File: src/design/sms_pkg.sv
// sms_pkg: shared constants and types of the spi master/slave shift engine.
// assumes a single 100 MHz system clock; no bus, all controls are plain ports.
`default_nettype none

package sms_pkg;

    // ****************************************************************
    // sizes and counts
    // ****************************************************************
    localparam int          SMS_DATA_W     = 8;
    localparam int          SMS_FIFO_DEPTH = 8;
    localparam int          SMS_RATE_W     = 3;
    // widest half period: (7+1) << 7 system clocks
    localparam int          SMS_HALF_W     = 11;
    localparam int          SMS_CFG_W      = 13;
    localparam logic [3:0]  SMS_SYS_CLK_NS = 4'ha;

    // ****************************************************************
    // values after reset
    // ****************************************************************
    localparam logic        SMS_RST_MASTER = 1'b0;
    localparam logic        SMS_RST_FLAG   = 1'b0;
    localparam logic        SMS_RST_TEF    = 1'b1;
    localparam logic        SMS_RST_SS_N   = 1'b1;
    localparam logic        SMS_RST_PREV   = 1'b1;

    // ****************************************************************
    // engine states
    // ****************************************************************
    typedef enum logic [3:0] {
        SMS_IDLE  = 4'h1,
        SMS_LEAD  = 4'h2,
        SMS_RUN   = 4'h4,
        SMS_TRAIL = 4'h8
    } sms_state_t;

endpackage : sms_pkg

`default_nettype wire

File: src/design/sms_fifo.sv
// sms_fifo: transmit byte queue between the data register and the shifter.
// assumes the drain side may hold out_ready low for any time.
`default_nettype none

module sms_fifo #(
    parameter int WIDTH = 8,
    parameter int DEPTH = 8
) (
    // clock and reset
    input  wire logic             sys_clk,
    input  wire logic             reset_n,
    // fill side
    input  wire logic             in_valid,
    output logic                  in_ready,
    input  wire logic [WIDTH-1:0] in_data,
    // drain side
    output logic                  out_valid,
    input  wire logic             out_ready,
    output logic [WIDTH-1:0]      out_data
);

    localparam int AW = (DEPTH > 1) ? $clog2(DEPTH) : 1;
    localparam int CW = $clog2(DEPTH + 1);

    logic [WIDTH-1:0] mem [DEPTH];
    logic [AW-1:0]    wr_ptr_ff;
    logic [AW-1:0]    rd_ptr_ff;
    logic [CW-1:0]    count_ff;
    wire              push;
    wire              pop;

    assign in_ready  = (count_ff != CW'(DEPTH));
    assign out_valid = (count_ff != '0);
    assign out_data  = mem[rd_ptr_ff];
    assign push      = in_valid & in_ready;
    assign pop       = out_valid & out_ready;

    function automatic logic [AW-1:0] ptr_inc(input logic [AW-1:0] p);
        return (p == AW'(DEPTH - 1)) ? '0 : AW'(p + 1'b1);
    endfunction

    always_ff @(posedge sys_clk) begin
        if (push) begin
            mem[wr_ptr_ff] <= in_data;
        end
    end

    always_ff @(posedge sys_clk or negedge reset_n) begin
        if (!reset_n) begin
            wr_ptr_ff <= '0;
            rd_ptr_ff <= '0;
            count_ff  <= '0;
        end else begin
            if (push) wr_ptr_ff <= ptr_inc(wr_ptr_ff);
            if (pop)  rd_ptr_ff <= ptr_inc(rd_ptr_ff);
            if (push && !pop) count_ff <= CW'(count_ff + 1'b1);
            else if (pop && !push) count_ff <= CW'(count_ff - 1'b1);
        end
    end

endmodule // sms_fifo

`default_nettype wire

File: src/design/sms_shifter.sv
// sms_shifter: byte-wide spi shift engine, master or slave, with mode fault.
// assumes all inputs (pins included) are synchronous to sys_clk and that
// outside logic resolves each pin from its output enable.
//
// Contract
// - master with fault detect and select output drives select low only while busy
// - master fault-detect input seeing select low drops to slave, outputs off
// - mode fault during a transfer abandons it and returns the engine to idle
// - mode fault sets fault flag; interrupt request raised when enabled
// - master waits a full sck period (leading half plus one half) after data write before first edge
// - master config or rate change aborts the transfer and forces idle
// - slave returns to idle whenever select input goes high
// - unselected slave tristates data out, ignores sck, never shifts
// - slave phase 0 presents first bit at select low, phase 1 at edge one
// - phase 0 samples on odd edges, shifts on even edges per bit order
// - phase 1 samples on even edges, shifts on odd edges after edge one and on edge sixteen, per bit order
// - after eight shifts copy byte to receive register unless one is unread, set done flag
// - sixteen edges half a period apart; first edge a full period after select
// - slave kept selected, deselected under a half period or with an empty queue sends back the received byte, else sends queued data
// - master keeps leading, trailing and idle times; slave expects them
// - polarity only inverts sck idle level; phase picks the format
// - sck divisor is (preselect+1) times two to the (select+1)
// - single wire uses master mosi or slave miso, direction by enable
// - data writes ignored unless status read with transmit empty first
// - fault flag cleared by status read then control register one write
`default_nettype none

module sms_shifter #(
    parameter int DATA_W     = sms_pkg::SMS_DATA_W,
    parameter int FIFO_DEPTH = sms_pkg::SMS_FIFO_DEPTH
) (
    // clock and reset
    input  wire logic                          sys_clk,
    input  wire logic                          reset_n,
    // control register one
    input  wire logic                          ctrl_one_wr,
    input  wire logic                          master_select_wr,
    input  wire logic                          clock_polarity,
    input  wire logic                          clock_phase,
    input  wire logic                          select_output_enable,
    input  wire logic                          lsb_first_enable,
    input  wire logic                          interrupt_enable_bit,
    // control register two and rate
    input  wire logic                          fault_detect_enable,
    input  wire logic                          single_wire_select,
    input  wire logic                          single_wire_output_enable,
    input  wire logic [sms_pkg::SMS_RATE_W-1:0] rate_preselect_bits,
    input  wire logic [sms_pkg::SMS_RATE_W-1:0] rate_select_bits,
    // status
    input  wire logic                          status_rd,
    output logic                               master_select,
    output logic                               transfer_done_flag,
    output logic                               transmit_empty_flag,
    output logic                               fault_flag,
    output logic                               irq,
    // data register
    input  wire logic                          data_wr,
    input  wire logic [DATA_W-1:0]             data_wr_byte,
    input  wire logic                          data_rd,
    output logic [DATA_W-1:0]                  rx_byte,
    // spi pins
    input  wire logic                          sck_in,
    output logic                               sck_out,
    output logic                               sck_oe,
    input  wire logic                          mosi_in,
    output logic                               mosi_out,
    output logic                               mosi_oe,
    input  wire logic                          miso_in,
    output logic                               miso_out,
    output logic                               miso_oe,
    input  wire logic                          ss_in_n,
    output logic                               ss_out_n,
    output logic                               ss_oe
);

    localparam int               HW        = sms_pkg::SMS_HALF_W;
    localparam int               EW        = $clog2(2 * DATA_W + 1);
    localparam logic [EW-1:0]    LAST_EDGE = EW'(2 * DATA_W);
    localparam logic [EW-1:0]    FIRST_EDGE = EW'(1);

    // ****************************************************************
    // helpers
    // ****************************************************************
    // half sck period in system clocks: the full divisor over two
    function automatic logic [HW-1:0] half_count(input logic [2:0] pre,
                                                 input logic [2:0] sel);
        logic [HW-1:0] p;
        p = HW'(pre) + HW'(1);
        return HW'(p << sel);
    endfunction

    function automatic logic [DATA_W-1:0] shift_in(input logic [DATA_W-1:0] r,
                                                   input logic b,
                                                   input logic lsbf);
        return lsbf ? {b, r[DATA_W-1:1]} : {r[DATA_W-2:0], b};
    endfunction

    // ****************************************************************
    // state
    // ****************************************************************
    sms_pkg::sms_state_t             state_ff;
    sms_pkg::sms_state_t             nxt_state;
    logic                            master_ff;
    logic [HW-1:0]                   half_cnt_ff;
    logic [HW-1:0]                   ss_hi_cnt_ff;
    logic [EW-1:0]                   edge_cnt_ff;
    logic                            sck_lvl_ff;
    logic                            sck_prev_ff;
    logic                            ss_prev_ff;
    logic [DATA_W-1:0]               shreg_ff;
    logic [DATA_W-1:0]               nxt_shreg;
    logic                            latch_ff;
    logic [DATA_W-1:0]               rx_ff;
    logic                            done_ff;
    logic                            done_arm_ff;
    logic                            fault_ff;
    logic                            fault_arm_ff;
    logic                            tef_ff;
    logic                            tef_arm_ff;
    logic                            irq_ff;
    logic [sms_pkg::SMS_CFG_W-1:0]   cfg_q_ff;
    logic                            data_ff;
    logic                            sck_out_ff;
    logic                            sck_oe_ff;
    logic                            mosi_oe_ff;
    logic                            miso_oe_ff;
    logic                            ss_out_n_ff;
    logic                            ss_oe_ff;

    // ****************************************************************
    // decode
    // ****************************************************************
    wire [HW-1:0] half_len = half_count(rate_preselect_bits, rate_select_bits);
    wire          tick     = (half_cnt_ff >= HW'(half_len - HW'(1)));
    wire          busy_m   = master_ff & (state_ff != sms_pkg::SMS_IDLE);

    wire          mode_fault = master_ff & fault_detect_enable
                             & ~select_output_enable & ~ss_in_n;
    wire [sms_pkg::SMS_CFG_W-1:0] cfg_vec = {clock_polarity, clock_phase,
                             select_output_enable, lsb_first_enable, fault_detect_enable,
                             single_wire_select, single_wire_select & single_wire_output_enable,
                             rate_preselect_bits, rate_select_bits};
    wire          cfg_change = master_ff & (cfg_vec != cfg_q_ff);
    wire          role_chg   = ctrl_one_wr & (master_select_wr != master_ff);
    wire          abort      = mode_fault | cfg_change | role_chg;

    // single wire: master uses mosi pin, slave uses miso pin
    wire          data_in = master_ff ? (single_wire_select ? mosi_in : miso_in)
                                      : (single_wire_select ? miso_in : mosi_in);

    wire          slave_sel = ~master_ff & ~ss_in_n;
    wire          m_edge    = master_ff & (state_ff == sms_pkg::SMS_RUN) & tick;
    // unselected slave never sees sck
    wire          s_edge    = slave_sel & (state_ff == sms_pkg::SMS_RUN)
                            & (sck_in != sck_prev_ff);
    wire          edge_ev   = (m_edge | s_edge) & ~abort;
    wire [EW-1:0] edge_num  = EW'(edge_cnt_ff + FIRST_EDGE);
    wire          odd_edge  = edge_num[0];
    wire          samp_edge = edge_ev & (odd_edge ^ clock_phase);
    wire          last_edge = edge_ev & (edge_num == LAST_EDGE);
    // phase 1 edge one only launches the first bit, no shift
    wire          shift_edge = edge_ev & ~(odd_edge ^ clock_phase)
                             & (edge_num != FIRST_EDGE);
    // phase 1 edge sixteen samples and takes the final shift in one go
    wire          fin_shift = clock_phase & last_edge;
    wire          do_shift  = shift_edge | fin_shift;
    wire          shift_bit = fin_shift ? data_in : latch_ff;
    wire [DATA_W-1:0] shifted = shift_in(shreg_ff, shift_bit, lsb_first_enable);

    wire          fifo_in_ready;
    wire          fifo_out_valid;
    wire [DATA_W-1:0] fifo_out_data;
    wire          wr_ok   = data_wr & tef_arm_ff;
    wire          m_load  = master_ff & (state_ff == sms_pkg::SMS_IDLE)
                          & fifo_out_valid & ~abort;
    wire          ss_fall = ss_prev_ff & ~ss_in_n;
    wire          hi_long = (ss_hi_cnt_ff >= half_len);
    // short deselect keeps the received byte in the shifter for resend
    wire          s_load  = ~master_ff & ss_fall & hi_long & fifo_out_valid;
    wire          fifo_pop = m_load | s_load;

    wire          m_done  = master_ff & (state_ff == sms_pkg::SMS_TRAIL) & tick & ~abort;
    wire          s_done  = ~master_ff & last_edge;
    wire          done_ev = m_done | s_done;
    wire [DATA_W-1:0] cap_byte = master_ff ? shreg_ff : shifted;

    wire          bit_out = lsb_first_enable ? shreg_ff[0] : shreg_ff[DATA_W-1];
    // phase 1 holds the line until the first edge launches bit one
    wire          present = ~clock_phase | (edge_cnt_ff != '0);

    // ****************************************************************
    // transmit queue
    // ****************************************************************
    sms_fifo #(
        .WIDTH (DATA_W),
        .DEPTH (FIFO_DEPTH)
    ) u_tx_fifo (
        .sys_clk   (sys_clk),
        .reset_n   (reset_n),
        .in_valid  (wr_ok),
        .in_ready  (fifo_in_ready),
        .in_data   (data_wr_byte),
        .out_valid (fifo_out_valid),
        .out_ready (fifo_pop),
        .out_data  (fifo_out_data)
    );

    // ****************************************************************
    // engine sequence
    // ****************************************************************
    always_comb begin
        nxt_state = state_ff;
        case (state_ff)
            sms_pkg::SMS_IDLE: begin
                if (m_load) nxt_state = sms_pkg::SMS_LEAD;
                else if (slave_sel && !abort) nxt_state = sms_pkg::SMS_RUN;
            end
            sms_pkg::SMS_LEAD: begin
                if (abort || !master_ff) nxt_state = sms_pkg::SMS_IDLE;
                else if (tick) nxt_state = sms_pkg::SMS_RUN;
            end
            sms_pkg::SMS_RUN: begin
                if (abort) nxt_state = sms_pkg::SMS_IDLE;
                else if (!master_ff && ss_in_n) nxt_state = sms_pkg::SMS_IDLE;
                else if (master_ff && last_edge) nxt_state = sms_pkg::SMS_TRAIL;
            end
            sms_pkg::SMS_TRAIL: begin
                // trailing half period before done, then at least one idle clock
                if (abort || tick || !master_ff) nxt_state = sms_pkg::SMS_IDLE;
            end
            default: nxt_state = sms_pkg::SMS_IDLE;
        endcase
    end

    always_comb begin
        nxt_shreg = shreg_ff;
        if (fifo_pop) nxt_shreg = fifo_out_data;
        else if (do_shift) nxt_shreg = shifted;
    end

    always_ff @(posedge sys_clk or negedge reset_n) begin
        if (!reset_n) begin
            state_ff    <= sms_pkg::SMS_IDLE;
            half_cnt_ff <= '0;
            edge_cnt_ff <= '0;
            sck_lvl_ff  <= 1'b0;
            shreg_ff    <= '0;
            latch_ff    <= 1'b0;
        end else begin
            state_ff    <= nxt_state;
            half_cnt_ff <= (nxt_state != state_ff || tick || !busy_m) ? '0
                         : HW'(half_cnt_ff + HW'(1));
            edge_cnt_ff <= (state_ff != sms_pkg::SMS_RUN || last_edge || abort) ? '0
                         : (edge_ev ? edge_num : edge_cnt_ff);
            // polarity is applied only at the pin
            sck_lvl_ff  <= (nxt_state == sms_pkg::SMS_IDLE) ? 1'b0
                         : (m_edge ? ~sck_lvl_ff : sck_lvl_ff);
            shreg_ff    <= nxt_shreg;
            latch_ff    <= samp_edge ? data_in : latch_ff;
        end
    end

    // ****************************************************************
    // role, flags and received byte
    // ****************************************************************
    always_ff @(posedge sys_clk or negedge reset_n) begin
        if (!reset_n) begin
            master_ff    <= sms_pkg::SMS_RST_MASTER;
            cfg_q_ff     <= '0;
            rx_ff        <= '0;
            done_ff      <= sms_pkg::SMS_RST_FLAG;
            done_arm_ff  <= 1'b0;
            fault_ff     <= sms_pkg::SMS_RST_FLAG;
            fault_arm_ff <= 1'b0;
            tef_ff       <= sms_pkg::SMS_RST_TEF;
            tef_arm_ff   <= 1'b0;
            irq_ff       <= 1'b0;
            sck_prev_ff  <= 1'b0;
            ss_prev_ff   <= sms_pkg::SMS_RST_PREV;
            ss_hi_cnt_ff <= '0;
        end else begin
            // a fault beats a software write to the master bit
            master_ff    <= mode_fault ? 1'b0
                          : (ctrl_one_wr ? master_select_wr : master_ff);
            cfg_q_ff     <= cfg_vec;
            // unread byte is kept, later bytes are lost
            rx_ff        <= (done_ev && !done_ff) ? cap_byte : rx_ff;
            done_ff      <= done_ev | (done_ff & ~(done_arm_ff & data_rd));
            done_arm_ff  <= data_rd ? 1'b0 : (done_arm_ff | (status_rd & done_ff));
            fault_ff     <= mode_fault
                          | (fault_ff & ~(fault_arm_ff & ctrl_one_wr));
            fault_arm_ff <= ctrl_one_wr ? 1'b0 : (fault_arm_ff | (status_rd & fault_ff));
            tef_ff       <= fifo_in_ready;
            tef_arm_ff   <= data_wr ? 1'b0 : (tef_arm_ff | (status_rd & tef_ff));
            irq_ff       <= interrupt_enable_bit & (fault_ff | done_ff);
            sck_prev_ff  <= sck_in;
            ss_prev_ff   <= ss_in_n;
            ss_hi_cnt_ff <= !ss_in_n ? '0
                          : ((ss_hi_cnt_ff == '1) ? ss_hi_cnt_ff : HW'(ss_hi_cnt_ff + HW'(1)));
        end
    end

    // ****************************************************************
    // pin drivers
    // ****************************************************************
    always_ff @(posedge sys_clk or negedge reset_n) begin
        if (!reset_n) begin
            data_ff     <= 1'b0;
            sck_out_ff  <= 1'b0;
            sck_oe_ff   <= 1'b0;
            mosi_oe_ff  <= 1'b0;
            miso_oe_ff  <= 1'b0;
            ss_out_n_ff <= sms_pkg::SMS_RST_SS_N;
            ss_oe_ff    <= 1'b0;
        end else begin
            data_ff     <= present ? bit_out : data_ff;
            sck_out_ff  <= clock_polarity ^ sck_lvl_ff;
            sck_oe_ff   <= master_ff & ~mode_fault;
            mosi_oe_ff  <= master_ff & ~mode_fault
                         & (~single_wire_select | single_wire_output_enable);
            // a standing fault keeps the demoted engine off the data pin
            miso_oe_ff  <= slave_sel & ~fault_ff
                         & (~single_wire_select | single_wire_output_enable);
            ss_out_n_ff <= ~busy_m;
            ss_oe_ff    <= master_ff & fault_detect_enable & select_output_enable;
        end
    end

    assign master_select       = master_ff;
    assign transfer_done_flag  = done_ff;
    assign transmit_empty_flag = tef_ff;
    assign fault_flag          = fault_ff;
    assign irq                 = irq_ff;
    assign rx_byte             = rx_ff;
    assign sck_out             = sck_out_ff;
    assign sck_oe              = sck_oe_ff;
    assign mosi_out            = data_ff;
    assign mosi_oe             = mosi_oe_ff;
    assign miso_out            = data_ff;
    assign miso_oe             = miso_oe_ff;
    assign ss_out_n            = ss_out_n_ff;
    assign ss_oe               = ss_oe_ff;

endmodule // sms_shifter

`default_nettype wire

File: config.mk
export PLATFORM = sky130hd
export DESIGN_NAME = sms_shifter
export DESIGN_NICKNAME = d
export VERILOG_FILES = /design/src/design/sms_pkg.sv /design/src/design/sms_fifo.sv /design/src/design/sms_shifter.sv
export SDC_FILE = /design/constraint.sdc
export NUM_CORES = 1
export LEC_CHECK = 0
export ABC_AREA = 1
export BUFFER_PORTS_ARGS = -buffer_cell sky130_fd_sc_hd__buf_4
export CAP_MARGIN = 0
export CORE_MARGIN = 2
export CORE_UTILIZATION = 45
export DETAILED_ROUTE_END_ITERATION = 8
export HOLD_SLACK_MARGIN = 0.08
export PLACE_DENSITY = 0.66
export SYNTH_ARGS = -nofsm -noshare
export SYNTH_HDL_FRONTEND = slang
export SYNTH_HIERARCHICAL = 1
export SYNTH_SLANG_ARGS = --single-unit
File: constraint.sdc
create_clock -name sys_clk -period 3.5 [get_ports sys_clk]
set_input_delay 0.175 -clock sys_clk [delete_from_list [all_inputs] [get_ports sys_clk]]
set_output_delay 0.175 -clock sys_clk [all_outputs]
set_load 0.1 [all_outputs]
# [Word-level counts from Yosys, hierarchy flattened]
# Memory sizes are Yosys's and may differ from the RTL's.
# Index checks and enable logic that the tools add are counted.
[word_totals] in_bits=33 mem_count=1 reg_bits=89 mem_bits_rw=64
[classes] n_shift=1 bitwise_logic=74 order_cmp=2 addsub=9 n_mux=36 reduce_logical=26 eq_ne=18
[mem_list] memory="u_tx_fifo.mem" depth=8 word_bits=8 rd=1 rd_clocked_by_memory_dff=0 wr=1 line_no="sms_fifo.sv:25" rtl="logic [WIDTH-1:0] mem [DEPTH];"
[op_table] op="$and A1 B1 Y1" count=45
[op_table] op="$mux W4" count=10
[op_table] op="$mux W11" count=3
[op_table] op="$mux W8" count=4
[op_table] op="$add A11 B1 Y11 const B" count=2
[op_table] op="$ge A11 B11 Y1" count=2
[op_table] op="$pmux W4 S4" count=1
[op_table] op="$mux W1" count=14
[op_table] op="$or A1 B1 Y1" count=14
[op_table] op="$ne A13 B13 Y1" count=1
[op_table] op="$not A1 Y1" count=13
[op_table] op="$eq A11 B11 Y1 const B" count=1
[op_table] op="$shl A4 B3 Y11" count=1
[op_table] op="$sub A11 B1 Y11 const B" count=1
[op_table] op="$mux W5" count=2
[op_table] op="$reduce_bool A2 Y1" count=5
[op_table] op="$eq A4 B1 Y1 const B" count=2
[op_table] op="$logic_or A1 B1 Y1" count=7
[op_table] op="$add A3 B1 Y3 const B" count=2
[op_table] op="$eq A3 B3 Y1 const B" count=2
[op_table] op="$logic_and A1 B1 Y1" count=6
[op_table] op="$logic_not A1 Y1" count=6
[op_table] op="$mux W3" count=2
[op_table] op="$add A5 B1 Y5 const B" count=1
[op_table] op="other kinds (17)" count=19

# [Depth between registers and ports, before layout]
[depth] depth_word=17 mapped_depth=31 mapped_depth_nobuf=31

# [Modules after synthesis]
# The synthesis kept the hierarchy.
[by_module_without_submodules] mod="sms_shifter" seq_area_each_um2=1981.9 cells_per_inst=656 area_per_inst_um2=5112.4 n_inst=1
[by_module_without_submodules] mod="sms_fifo" seq_area_each_um2=2172.1 cells_per_inst=302 area_per_inst_um2=3263.1 n_inst=1

# [Least setup slack after synthesis]
# Ideal clock, no wire load.
[synth_path] kind="input port to flip-flop" from="in rate_preselect_bits[0] (netlist bit)" to="reg half_cnt_ff[0]" slack_ps=99 t_arrival_ps=3321 required_time_ps=3420 setup_ps=80 path_buffers=1 cell_stages=24 cell_sequence="ha_1 o21ai_0 nor2_1 nand2_1 ha_1 nand2_1 nor2_1 and3_1 nand3_1 xor2_1 ha_1 nand2_1 nand2_1 nand3_1 nand2_1 nor2_1 nand3_2 nand2_2 nand2_2 nand4_1 o21ai_0 nand3b_2 buf_6 nor3_2"
[synth_via] elab_chain_cells=17 word_cells_on_any_way=33 classes_between="add/sub (2); order compare (1); eq/ne (2); shift (1); mux (10); bitwise (9); reduce/logical (8)"
[synth_lines] item="start: declaration" line_no="sms_shifter.sv:47" rtl="input wire logic [sms_pkg::SMS_RATE_W-1:0] rate_preselect_bits,"
[synth_lines] item="$add A3 B1 Y4" line_no="sms_shifter.sv:88" rtl="p = HW'(pre) + HW'(1);"
[synth_lines] item="$shl A4 B3 Y11" line_no="sms_shifter.sv:89" rtl="return HW'(p << sel);"
[synth_lines] item="$sub A11 B1 Y11" line_no="sms_shifter.sv:134" rtl="wire tick = (half_cnt_ff >= HW'(half_len - HW'(1)));"
[synth_lines] item="$ge A11 B11 Y1" line_no="sms_shifter.sv:134"
[synth_lines] item="$and A1 B1 Y1" line_no="sms_shifter.sv:152" rtl="wire m_edge = master_ff & (state_ff == sms_pkg::SMS_RUN) & tick;"
[synth_lines] item="$or A1 B1 Y1" line_no="sms_shifter.sv:156" rtl="wire edge_ev = (m_edge | s_edge) & ~abort;"
[synth_lines] item="$and A1 B1 Y1" line_no="sms_shifter.sv:156"
[synth_lines] item="$and A1 B1 Y1" line_no="sms_shifter.sv:160" rtl="wire last_edge = edge_ev & (edge_num == LAST_EDGE);"
[synth_lines] item="$logic_and A1 B1 Y1" line_no="sms_shifter.sv:225" rtl="else if (master_ff && last_edge) nxt_state = sms_pkg::SMS_TRAIL;"
[synth_lines] item="$mux W4" line_no="sms_shifter.sv:225"
[synth_lines] item="$mux W4" line_no="sms_shifter.sv:224" rtl="else if (!master_ff && ss_in_n) nxt_state = sms_pkg::SMS_IDLE;"
[synth_lines] item="$mux W4" line_no="sms_shifter.sv:223" rtl="if (abort) nxt_state = sms_pkg::SMS_IDLE;"
[synth_lines] item="$pmux W4 S4" line_no="sms_shifter.sv:213" rtl="case (state_ff)"
[synth_lines] item="$ne A4 B4 Y1" line_no="sms_shifter.sv:251" rtl="half_cnt_ff <= (nxt_state != state_ff || tick || !busy_m) ? '0"
[synth_lines] item="$logic_or A1 B1 Y1 (*) (2 in a row)" line_no="sms_shifter.sv:251"
[synth_lines] item="$mux W11 (*)" line_no="sms_shifter.sv:251"
[synth_lines] item="end signal: assignment" line_no="sms_shifter.sv:251"
[synth_lines] item="end: declaration" line_no="sms_shifter.sv:104" rtl="logic [HW-1:0] half_cnt_ff;"
# Mark *: on every way between the ends. The rest lies on a longest branch, timed or not.
# A chain may end at the register's enable or synchronous reset.

# [Worst setup path after layout]
[layout_path] from="in rate_preselect_bits[1] (netlist bit)" to="reg half_cnt_ff[10]"
[layout_via] elab_chain_cells=17 word_cells_on_any_way=33 classes_between="add/sub (2); order compare (1); eq/ne (2); shift (1); mux (10); bitwise (9); reduce/logical (8)"
[layout_lines] item="$add A3 B1 Y4" line_no="sms_shifter.sv:88"
[layout_lines] item="$shl A4 B3 Y11" line_no="sms_shifter.sv:89"
[layout_lines] item="$sub A11 B1 Y11" line_no="sms_shifter.sv:134"
[layout_lines] item="$ge A11 B11 Y1" line_no="sms_shifter.sv:134"
[layout_lines] item="$and A1 B1 Y1" line_no="sms_shifter.sv:152"
[layout_lines] item="$or A1 B1 Y1" line_no="sms_shifter.sv:156"
[layout_lines] item="$and A1 B1 Y1" line_no="sms_shifter.sv:156"
[layout_lines] item="$and A1 B1 Y1" line_no="sms_shifter.sv:160"
[layout_lines] item="$logic_and A1 B1 Y1" line_no="sms_shifter.sv:225"
[layout_lines] item="$mux W4" line_no="sms_shifter.sv:225"
[layout_lines] item="$mux W4" line_no="sms_shifter.sv:224"
[layout_lines] item="$mux W4" line_no="sms_shifter.sv:223"
[layout_lines] item="$pmux W4 S4 (*)" line_no="sms_shifter.sv:213"
[layout_lines] item="net nxt_state[0]" line_no="sms_shifter.sv:102" rtl="sms_pkg::sms_state_t nxt_state;"
[layout_lines] item="$ne A4 B4 Y1 (*)" line_no="sms_shifter.sv:251"
[layout_lines] item="$logic_or A1 B1 Y1 (*) (2 in a row)" line_no="sms_shifter.sv:251"
[layout_lines] item="$mux W11 (*)" line_no="sms_shifter.sv:251"
# Mark *: on every way through the listed nets, which the timed path passes. The rest lies on a longest branch.

==> impl_results.md <==
- Syn Inst Count: 958
- Placed Area: 9231 sq um
- Clock tree buffer depth: 2
- Worst setup EP type: register
- Worst EP required: 3840 ps
- Via density: 5.047
- Reg clk slew, reported paths: 70 ps
- Final worst-path cycle share: 91.62%
- Synth Cell Area: 8376 sq um
- DR pass1 iterations: 5
- Routability cong.: 0.8755
- Vias: 6743
- Tmin final: 3207 ps
- Yosys warns: 6
- Cts bufs inserted: 17
- Pin count of the biggest net entering global routing: 82
- Critical path's top delay family: simple AND/OR/NAND/NOR gates
- Hold Path Class: input pin to register
- Starting Density: 46.31%
- Die height: 140.4 microns
- Setup crit start kind: input pin
- CTS sink cnt: 153
- Power Density: 588.5 nW/um^2
- Port buffer count: 53
- Initial antenna violation count: 0
- Most common cell on crit path: nand2_1
- Setup CP Type: input pin to register
- Rows: 49
- Post-synth cell types: 49
- VDD IR max: 0.0004350 V
- #FFs+latches synth: 153
- Reg-to-reg setup timing slack: 530 ps
- Power Total: 6.060 mW
- Static Leak: 4.886 nW
- Clk root buf: clkbuf_16
- Fillcell total: 1584
- Rel. slew slack: 29.86%
- Worst-Margin Slew: 1052 ps
- Vias in the first global route: 6233
- CTS HTree Levels: 4
- CP Max Fanout: 11
- Detailed Route WL: 18610 microns
- CTS tree: built
- CP arrival: 3550 ps
- Antenna Cells: 0
- Critical Path Max Stage Delay: 310 ps
- Dpl cells: 1265
- Final Hold Vio Count: 0
- Final Instance Count excl. Fillers: 1336
- Final WS setup: 293.4 ps
- Final nets: 1163
- Syn nets: 1027
- Total Routing Usage GR: 19.43%
- Placement Setup Slack: -279.9 ps
- Simple-gate share of the synthesized area: 26.32%
- Final setup vio count: 0
- Async set-reset flop share out of synthesis: 58.17%
- Achievable frequency: 311.9 MHz
- # DRC: 0
- Most common cell after layout, fill and taps aside: nand2_1
- Post-synth EDFFs: 64
- Post-synthesis adder-cell area fraction: 5.468%
- Synth Area in Compound Gates: 7.574%
- Largest family of logic cells by synthesized area: simple AND/OR/NAND/NOR gates
- Number of max-cap violations: 0
- Area Overhead vs Synth: 22.95%
- Wire length per cell: 13.93 microns
- Detail Placement HPWL: 12990 microns
- Final ANT Viol Nets: 0
- Die Area: 19720 sq um
- Worst-Skew Late Latency: 430 ps
- Starting DRT DRC Count: 452
- Layout cells sized above 1: 19.42%
- GR Overflow Total: 0
- Crit path buf inv count: 2
- Core area: 18090 sq um
- Top flip-flop cell by instance count after synthesis: dfrtp_1
- Slew Viols, Final: 0
- Slowest stage cell, crit path: ha_1
- Sequential area share after synthesis: 49.60%
- Final Cell Area: 10300 sq um
- Syn Area/Cell: 8.743 sq um
- IO Count: 54
- Status: complete, no violations
- XOR/XNOR share of the synthesized area: 3.033%
- Global-route wire length before repair: 30620 microns
- Post-synthesis mux area share: 0.8664%
- Most frequent cells in the layout: nand2_1, buf_4, inv_1
- Die width: 140.4 microns
- Clock skew: 9.950 ps
final cells by class:
cell class                 instances  area (sq um)  share of cell area [%]
timing repair buffer             138          1130                   10.97
clock buffer                      17         425.4                   4.131
clock inverter                    15         202.7                   1.968
multi-input combinational        683          3697                   35.91
sequential                       153          4154                   40.34
inverter                         101         401.6                   3.900
tap                              229         286.5                   2.782
path summary, 6_finish.rpt:
| kind | end | cells after the start | startpoint |
|---|---|---|---|
| max in group asynchronous | half_cnt_ff[2] | 3 | reset_n |
| hold reg to reg | rx_byte[2] | 2 | rx_byte[2] |
| setup reg to reg | u_tx_fifo/count_ff[3] | 16 | master_select |
| min in group asynchronous | ss_hi_cnt_ff[6] | 2 | reset_n |
| setup / recovery | half_cnt_ff[10] | 25 | rate_preselect_bits[1] |
| hold / removal | tef_arm_ff | 3 | status_rd |
where the power goes:
part           total, mW  internal (mW)  leakage [nW]  switching, mW
sequential          2.29           2.05          1.74          0.237
combinational       1.87          0.680          2.84           1.19
clock               1.89           1.04         0.306          0.856
worst reg2reg max path, delay by kind of cell, from the launching register on:
family | cells | cell delay, ps
adder cells (fa/ha/maj) | 2 | 440
buffers and inverters | 2 | 260
flip-flops | 1 | 550
AND/OR/NAND/NOR | 12 | 1640
synthesized netlist by cell type (3+ instances only):
cell type	n	area share, %
nand3b_1	4	0.36
buf_6	9	1.2
dfstp_2	4	1.3
o21ai_1	24	1.4
edfxtp_1	64	23
xnor2_1	7	0.73
nor3_1	15	0.90
nor3_2	10	1.2
nand2_2	11	0.82
dfrtp_1	85	25
nand3_2	6	0.72
ha_1	35	5.2
or2_2	3	0.22
a21oi_1	24	1.4
inv_1	93	4.2
buf_4	9	0.81
nand3_1	44	2.6
nor2_2	4	0.30
o21ai_2	8	0.84
inv_2	5	0.22
nand2_1	295	13
o21ai_0	41	2.4
nand4_1	12	0.90
nor2_1	83	3.7
xor2_1	22	2.3
mux2i_1	5	0.60
a31oi_1	4	0.30
state kept, by name (all words and copies together) (netlist names), 4 cells and up:
register,flops
cfg_q_ff,13
edge_cnt_ff,5
half_cnt_ff,11
shreg_ff,8
u_tx_fifo/mem,64
state_ff,4
ss_hi_cnt_ff,11
rx_byte,8
u_tx_fifo/count_ff,4
timing repair:
action / 4_1_cts / 5_1_grt
resized for setup: 0 / 21
hold buffers: 31 / 0
setup endpoints to repair: 0 / 34
buffers inserted: 0 / 5
hold endpoints to repair: 165 / 0
logic make-up after synthesis:
logic type      Yosys count
simple gates            497
flops                   153
buf+inv                 124
compound gates          112
fa+ha+maj                36
xor+xnor                 29
mux                       7
per-layer routing:
layer / share of wire, % / GRT usage (%)
met4: 1.3 / 6.114
met3: 3.5 / 3.350
met1: 47 / 26.17
met5: 0 / 0
met2: 48 / 32.20
through the flow:
stage                     setup TNS, ps  utilization, %  hold WS (ps)
after detailed placement          -8460           51.04         309.0
after global placement            -5820           51.04         307.4
final                                 0           56.94         107.5
after floorplan                       0               -        -120.6
after CTS                             0           56.23         113.5
after global routing             -310.4           56.94         128.7
Note: power is estimated with default switching activity, not from simulation.
